File: src/ptr_ops_pkg.sv
package ptr_ops_pkg;
   localparam int          word_width      = 16;
   localparam int          ptr_width       = 12;
   localparam int          pc_width        = 21;
   localparam int          lit_width       = 6;
   localparam int          sel_width       = 2;
   localparam int          ptr_count       = 3;
   localparam logic [7:0]  opcode_prefix   = 8'he8;
   localparam int          prefix_lsb      = 8;
   localparam int          sel_lsb         = 6;
   localparam logic [1:0]  sel_return      = 2'h3;
   localparam logic [1:0]  third_ptr_index = 2'h2;
   localparam int          phases_per_cycle = 4;
   localparam logic [1:0]  last_phase      = 2'h3;
   localparam logic [1:0]  multiplied_phase = 2'h0;

   typedef enum logic [2:0] {
      st_idle   = 3'b001,
      st_return = 3'b010,
      st_refill = 3'b100
   } seq_state_type;
endpackage

File: src/cycle_phase_gen.sv
`timescale 1ns/1ps
`default_nettype none
module cycle_phase_gen
   import ptr_ops_pkg::*;
(
   // clock and reset
   input  wire logic       ref_clk,
   input  wire logic       reset_n,
   // configuration
   input  wire logic       multiplier_mode,
   // phase outputs
   output logic [1:0]      phase,
   output logic            cycle_end
);
   logic [1:0] next_phase;

   // with the multiplying loop each core clock is already one cycle
   assign next_phase = multiplier_mode ? multiplied_phase
                     : ((phase == last_phase) ? 2'h0 : phase + 2'h1);

   always_ff @(posedge ref_clk or negedge reset_n) begin
      if (!reset_n) begin
         phase     <= 2'h0;
         cycle_end <= 1'b0;
      end else begin
         phase     <= next_phase;
         cycle_end <= (next_phase == last_phase) | multiplier_mode;
      end
   end
endmodule
`default_nettype wire

File: src/pointer_add_literal_ops.sv
`timescale 1ns/1ps
`default_nettype none
module pointer_add_literal_ops
   import ptr_ops_pkg::*;
#(
   parameter int ptr_w = ptr_width,
   parameter int pc_w  = pc_width
)(
   // clock and reset
   input  wire logic                   ref_clk,
   input  wire logic                   reset_n,
   // clock configuration, level from the core on the same clock
   input  wire logic                   multiplier_mode,
   // instruction fetch
   input  wire logic                   instr_valid,
   input  wire logic [word_width-1:0]  instr_word,
   // return stack
   input  wire logic [pc_w-1:0]        return_stack_top,
   // pointer preload from the core
   input  wire logic                   ptr_load,
   input  wire logic [sel_width-1:0]   ptr_load_sel,
   input  wire logic [ptr_w-1:0]       ptr_load_value,
   // results
   output logic [ptr_w-1:0]            file_select_pointer [ptr_count],
   output logic [pc_w-1:0]             pc_load_value,
   output logic                        pc_load,
   output logic                        pop_stack,
   output logic                        nop_cycle,
   output logic                        busy,
   output logic                        phase_end,
   output logic                        status_write
);
   seq_state_type               state;
   seq_state_type               next_state;
   logic [1:0]                  phase;
   logic                        cycle_end;
   logic                        is_prefix;
   logic                        is_return;
   logic                        is_add_literal_to_pointer;
   logic                        is_add_literal_pointer_two_and_return;
   logic                        take;
   logic [sel_width-1:0]        target_sel;
   logic [ptr_w-1:0]            literal_ext;

   cycle_phase_gen u_phase (
      .ref_clk         (ref_clk),
      .reset_n         (reset_n),
      .multiplier_mode (multiplier_mode),
      .phase           (phase),
      .cycle_end       (cycle_end)
   );

   // decode happens once per instruction cycle, at the write phase
   assign is_prefix   = (instr_word[word_width-1:prefix_lsb] == opcode_prefix);
   assign is_return   = (instr_word[sel_lsb+sel_width-1:sel_lsb] == sel_return);
   assign take        = cycle_end && instr_valid && is_prefix && (state == st_idle);
   assign is_add_literal_to_pointer             = take && !is_return;
   assign is_add_literal_pointer_two_and_return = take && is_return;
   assign target_sel  = is_return ? third_ptr_index
                                  : instr_word[sel_lsb+sel_width-1:sel_lsb];
   // literal is unsigned, zero-extended
   assign literal_ext = {{(ptr_w-lit_width){1'b0}}, instr_word[lit_width-1:0]};

   always_comb begin
      next_state = state;
      case (state)
         st_idle:   if (is_add_literal_pointer_two_and_return) next_state = st_return;
         st_return: next_state = st_refill;
         st_refill: if (cycle_end) next_state = st_idle;
         default:   next_state = st_idle;
      endcase
   end

   always_ff @(posedge ref_clk or negedge reset_n) begin
      if (!reset_n) begin
         state <= st_idle;
      end else begin
         state <= next_state;
      end
   end

   genvar gi;
   generate
      for (gi = 0; gi < ptr_count; gi++) begin : g_ptr
         logic sel_hit;
         assign sel_hit = (target_sel == sel_width'(gi));
         always_ff @(posedge ref_clk or negedge reset_n) begin
            if (!reset_n) begin
               file_select_pointer[gi] <= '0;
            end else if (take && sel_hit) begin
               // sum wraps at pointer width
               file_select_pointer[gi] <= file_select_pointer[gi] + literal_ext;
            end else if (ptr_load && ptr_load_sel == sel_width'(gi)) begin
               file_select_pointer[gi] <= ptr_load_value;
            end
         end
      end
   endgenerate

   always_ff @(posedge ref_clk or negedge reset_n) begin
      if (!reset_n) begin
         pc_load_value <= '0;
         pc_load       <= 1'b0;
         pop_stack     <= 1'b0;
         nop_cycle     <= 1'b0;
         busy          <= 1'b0;
         phase_end     <= 1'b0;
         status_write  <= 1'b0;
      end else begin
         // return follows the pointer write by one clock
         pc_load       <= (state == st_return);
         pop_stack     <= (state == st_return);
         if (state == st_return) begin
            pc_load_value <= return_stack_top;
         end
         nop_cycle     <= (next_state == st_return) || (next_state == st_refill);
         busy          <= (next_state != st_idle);
         phase_end     <= cycle_end;
         status_write  <= 1'b0;
      end
   end
endmodule
`default_nettype wire

File: config.mk
export PLATFORM = sky130hd
export DESIGN_NAME = pointer_add_literal_ops
export DESIGN_NICKNAME = d
export VERILOG_FILES = /design/src/ptr_ops_pkg.sv /design/src/cycle_phase_gen.sv /design/src/pointer_add_literal_ops.sv
export SDC_FILE = /design/constraint.sdc
export NUM_CORES = 1
export LEC_CHECK = 0
export BUFFER_PORTS_ARGS = -buffer_cell sky130_fd_sc_hd__buf_2
export CAP_MARGIN = 10
export CORE_MARGIN = 8
export CORE_UTILIZATION = 45
export DETAILED_ROUTE_END_ITERATION = 7
export PLACE_DENSITY = 0.67
export SYNTH_ARGS = -nofsm -noshare
export SYNTH_HDL_FRONTEND = slang
export SYNTH_HIERARCHICAL = 1
export SYNTH_SLANG_ARGS = --single-unit
File: constraint.sdc
create_clock -name ref_clk -period 5.35 [get_ports ref_clk]
set_clock_uncertainty 0.05 [all_clocks]
set_input_delay 1.07 -clock ref_clk [delete_from_list [all_inputs] [get_ports ref_clk]]
set_output_delay 1.07 -clock ref_clk [all_outputs]
set_load 0.02 [all_outputs]
# Word level (Yosys, flattened, before mapping)
# Cells that the tools add are included.
word_totals:
  regBits: 67
  input_bits: 56
  wordCells: 58
  out_inout_bits: 63
op_classes:
  n_eq_ne: 14
  mux: 12
  n_reduce_logical: 16
  add_sub_neg: 4
  n_bitwise: 1
op_table:
  columns: ["op", "n"]
  rows:
  - ["$mux 12", 6]
  - ["$add 12x6->12", 3]
  - ["$eq 2x2->1 const B", 5]
  - ["$logic_and 1x1->1", 10]
  - ["$pmux 3 s3", 1]
  - ["$eq 8x8->1 const B", 1]
  - ["$eq 3x2->1 const B", 2]
  - ["$eq 3x3->1 const B", 2]
  - ["$mux 2", 3]
  - ["$mux 3", 2]
  - ["$reduce_bool 2->1", 3]
  - ["$eq 2x1->1 const B", 2]
  - ["$logic_not 2->1", 2]
  - ["$eq 3x1->1 const B", 1]
  - ["$ne 3x1->1 const B", 1]
  - ["$add 2x1->2 const B", 1]
  - ["$logic_or 1x1->1", 1]
  - ["$or 1x1->1", 1]

# Depth between registers and ports, before layout
logic_depth:
  depth_word: 8
  ltp_mapped: 8

# By module
# Netlist, hierarchy kept.
by_module_without_submodules:
  columns: ["mod", "n_inst", "cells_each", "seq_area_each_um2", "area_each_um2"]
  rows:
  - ["pointer_add_literal_ops", 1, 369, 1602.8, 3804.9]
  - ["cycle_phase_gen", 1, 8, 75.1, 110.1]

# Worst setup path after synthesis
# Ideal clock, no wire load.
synth_path:
  kind: "input -> register"
  startpoint: "input instr_word[9]"
  endpoint: "register file_select_pointer[31] (netlist bit)"
  t_arrival_ns: 2.867
  setup_time_ns: 0.131
  slack_ns: 2.301
  cell_stages: 7
  required_time_ns: 5.169
  cell_sequence: "or4b_4 or4_4 buf_6 and2_4 buf_6 a222oi_1 nand2_1"
synth_via:
  elab_chain_cells: 5
  elab_cells_between_ends: 6
synth_lines:
  columns: ["element", "line_no", "text"]
  rows:
  - ["start: declaration", "pointer_add_literal_ops.sv:16", "input wire logic [word_width-1:0] instr_word,"]
  - ["$eq 8x8->1 *", "pointer_add_literal_ops.sv:54", "assign is_prefix = (instr_word[word_width-1:prefix_lsb] == opcode_prefix);"]
  - ["$logic_and 1x1->1 * (2 in series)", "pointer_add_literal_ops.sv:56", "assign take = cycle_end && instr_valid && is_prefix && (state == st_idle);"]
  - ["$logic_and 1x1->1 *", "pointer_add_literal_ops.sv:90", "end else if (take && sel_hit) begin"]
  - ["$mux 12 / $reduce_bool 2->1 (equally long branches)", null, null]
  - ["end signal: indexed assignment", "pointer_add_literal_ops.sv:92", "file_select_pointer[gi] <= file_select_pointer[gi] + literal_ext;"]
  - ["end signal: indexed assignment", "pointer_add_literal_ops.sv:94", "file_select_pointer[gi] <= ptr_load_value;"]
  - ["end: declaration", "pointer_add_literal_ops.sv:24", "output logic [ptr_w-1:0] file_select_pointer [ptr_count],"]
# Every way passes the cells marked *; elsewhere a longest branch is shown, timed or not.
# A chain may end at the register's enable or synchronous reset.

# Worst setup path after layout
layout_path:
  startpoint: "input instr_word[9]"
  endpoint: "register file_select_pointer[30] (netlist bit)"
# The elaborated chain is that of the path after synthesis.

==> flow_summary_export.csv <==
group,metric,value,unit
status,status,"finished clean",
power_and_ir_drop,comb_power_share,0.301,
sta,fin_crit,3.018,ns
sta,fmax,0.3313,GHz
critical_path,timing.critical_path.from,"instr_word[9]",
synthesis,yosysTopAreaCellShare,0.4219,
power_and_ir_drop,power.leakage,2.434,nW
floorplan,num_rows,34,
floorplan,die_h,109.3,µm
floorplan,ioPinCount,119,
sta,tightestPinTransition,1.050,ns
final_layout,syn_to_final_growth,22.08,%
critical_path,r2r-end,"file_select_pointer[30]$_DFFE_PN0P_",
sta,rsz0062_at_grt,"false",
synthesis,synth_edf_count,0,
sta,tns,0,ns
synthesis,ys_seq_area_frac,0.4286,
power_and_ir_drop,swShare,0.3620,
detailed_routing,drt-wirelength-per-cell,17.45,µm
power_and_ir_drop,peakVddDrop,0.0001655,V
power_and_ir_drop,p_clk_frac,0.290,
critical_path,r2r_slack,2.63,ns
global_routing,grt_start_max_net_pins,41,
clock_network,tritoncts,"done",
critical_path,arrival,3.23,ns
power_and_ir_drop,switchingPower,0.5438,mW
critical_path,r2r_cells,5,
global_routing,grt_antenna_before_repair,0,
synthesis,syn_area,3915,µm²
detailed_routing,wl,10.59,mm
synthesis,synth_flop_cell,"dfrtp_1",
global_routing,grt_pass1_vias,3456,
global_routing,grt-ovfl-total,0,
detailed_routing,drc_errors,0,
detailed_routing,drtIter0Drc,154,
synthesis,ys_warn_count,6,
clock_network,clock_sinks,67,
clock_network,clkSlewWorstSetupHoldPaths,0.08,ns
hold_path,hp-class,"reg2reg",
critical_path,critPathCapture,"file_select_pointer[30]$_DFFE_PN0P_",
clock_network,cts_buffers,9,
final_layout,drive_gt1_frac,0.3367,
detailed_routing,dr.pass1.iters,4,
synthesis,synth-async-reset-ratio,1.000,
critical_path,r2r_start,"state[0]$_DFF_PN1_",
sta,slew_headroom,0.2995,
critical_path,required,5.56,ns
clock_network,post-cts-setup-buffer-count,0,
power_and_ir_drop,p_per_area,314.3,nW/µm²
power_and_ir_drop,seq_power_share,0.409,
synthesis,syn-num-nets,455,
final_layout,fillers,809,
global_routing,track_usage,0.1817,
detailed_routing,viasPerCell,5.639,
clock_network,cts-resized-gates,0,
placed_design,port_buffers,117,
critical_path,crit_type,"in2reg",
detailed_routing,via_count,3423,
floorplan,die-area,11940,µm²
final_layout,nNetsFinal,572,
final_layout,n_antenna_cell,0,
sta,post-route-period-util,0.5642,
clock_network,root_buffer,"clkbuf_8",
clock_network,insertion_delay,0.35,ns
final_layout,final_util,0.5562,
job,cap_violations,0,
clock_network,holdBufCountCts,0,
synthesis,yosysUniqueCellTypes,59,
power_and_ir_drop,p_total,1.502,mW
sta,finalHoldViolations,0,
placed_design,dp_hpwl,8.195,mm
global_routing,grt_pass1_wl,17.02,mm
clock_network,cts.path.max_buffers,2,
sta,final_max_slew_viol_count,0,
synthesis,syn_inst,377,
power_and_ir_drop,p_int,0.9584,mW
sta,setup_viol,0,
floorplan,die_x,109.3,µm
floorplan,core_area,8593,µm²
synthesis,synth_area_leaders,"dfrtp_1, mux2_2, ha_1",
placed_design,place_congestion,0.8004,
clock_network,h-tree-depth,3,
synthesis,synth-seq-cells,67,
detailed_routing,ant_nets,0,
floorplan,initial_core_util,0.4556,
critical_path,cp-end-kind,"flip-flop",
synthesis,synth_area_leader_cell,"dfrtp_1",
synthesis,syn_avg_cell_area,10.38,µm²
critical_path,path_max_fanout,7,
critical_path,cp-start-kind,"input pin",
## cell families (layout without fill, tap and decap cells)
logic type               after synthesis  in the layout  synth area share
other                                  1              1         0.0009579
AO/OA/AOI/OAI                        106            106            0.1882
adder cells (fa/ha/maj)               22             22           0.07606
multiplexers                          41             41            0.1119
XOR/XNOR                               6              6           0.01342
flip-flops                            67             67            0.4286
AND/OR/NAND/NOR                      106            106            0.1464
buffers and inverters                 28            150           0.03451
## cell usage in the layout (no fill, tap or decap), drive strengths merged, types with 4 or more instances in the layout
cell / instances
and2: 4
a211o: 7
o211ai: 10
a21o: 11
clkinv: 5
nand2: 21
a21oi: 16
nand3: 7
clkbuf: 9
and3: 7
inv: 15
mux2: 22
dfrtp: 66
o21bai: 5
buf: 120
ha: 19
xor2: 5
mux2i: 19
a211oi: 18
nand2b: 4
nor3: 8
o21ai: 21
or3: 4
nor3b: 6
nor2: 27
## final cells by class
cell class,count,area (µm²),share of cell area
flip-flops and latches,67,1678,0.3510
inverters,14,52.55,0.01099
well taps,108,135.1,0.02827
clock buffers,9,123.9,0.02592
repair buffers,120,608.1,0.1272
clock inverters,7,77.57,0.01623
multi-input cells,282,2105,0.4403
## metal layers
layer | part of all wire | GRT usage | vias to the layer above
met5 | 0 | 0 | -
met4 | 0.013 | 0.06654 | 0
met3 | 0.072 | 0.04314 | 13
met2 | 0.47 | 0.2951 | 111
met1 | 0.44 | 0.2308 | 1648
li1 | - | - | 1651
## how the worst min path moves through the flow
stage | slack, ns | cells after the start | endpoint | startpoint
after floorplan | 0.32 | 0 | phase_end$_DFF_PN0_ | u_phase/cycle_end$_DFF_PN0_
after CTS | 0.39 | 0 | phase_end$_DFF_PN0_ | u_phase/cycle_end$_DFF_PN0_
final | 0.39 | 0 | phase_end$_DFF_PN0_ | u_phase/cycle_end$_DFF_PN0_
after detailed placement | 0.37 | 0 | phase_end$_DFF_PN0_ | u_phase/cycle_end$_DFF_PN0_
after global placement | 0.37 | 0 | phase_end$_DFF_PN0_ | u_phase/cycle_end$_DFF_PN0_
after global routing | 0.41 | 0 | phase_end$_DFF_PN0_ | u_phase/cycle_end$_DFF_PN0_
## through the flow
stage | area (µm²) | cells | hold WS (ns) | setup slack, ns
3_3_place_gp | 4578 | 591 | 0.3651 | 2.077
6_report | 4780 | 607 | 0.3889 | 2.332
3_5_place_dp | 4578 | 591 | 0.3685 | 1.996
2_1_floorplan | 3915 | 377 | 0.3246 | 2.301
4_1_cts | 4780 | 607 | 0.3887 | 2.359
5_1_grt | 4780 | 607 | 0.4111 | 2.131
## synth_stat cells (2+ instances only)
library cell  instances
a211o_1               7
a211oi_1             18
a21o_1               11
a21oi_1              16
a222oi_1              3
and2_1                3
and3_1                7
buf_4                 2
buf_6                 3
clkbuf_1              8
dfrtp_1              66
fa_1                  3
ha_1                 19
inv_1                14
mux2_2               22
mux2i_1              19
nand2_1              21
nand2b_1              4
nand3_1               7
nand4b_1              3
nor2_1               27
nor2b_1               2
nor3_1                8
nor3b_1               6
o211ai_1             10
o21ai_0              21
o21bai_1              5
o22ai_1               2
or2_2                 3
or3_1                 4
xor2_1                5
## worst max-delay path, cell delays in order
cell	delay, ns
buf_2	0.10
or4b_4	0.56
nor4_2	0.37
nor3b_1	0.73
a211oi_1	0.18
a211oi_1	0.23
## power groups by stage
stage | Sequential [mW] | Clock [mW] | Combinational (mW)
CTS | 0.613 | 0.450 | 0.455
finish | 0.614 | 0.436 | 0.452
detailed placement | 0.623 | 0 | 0.450
global placement | 0.621 | 0 | 0.440
floorplan | 0.674 | 0 | 0.242
global route | 0.623 | 0.470 | 0.505
## flip-flops by register name (all words and copies together), names as in the netlist
signal	count
busy	1
file_select_pointer	36
nop_cycle	1
pc_load_value	21
phase_end	1
pop_stack	1
state	3
u_phase/cycle_end	1
u_phase/phase	2
Note: power is estimated with default switching activity, not from simulation.
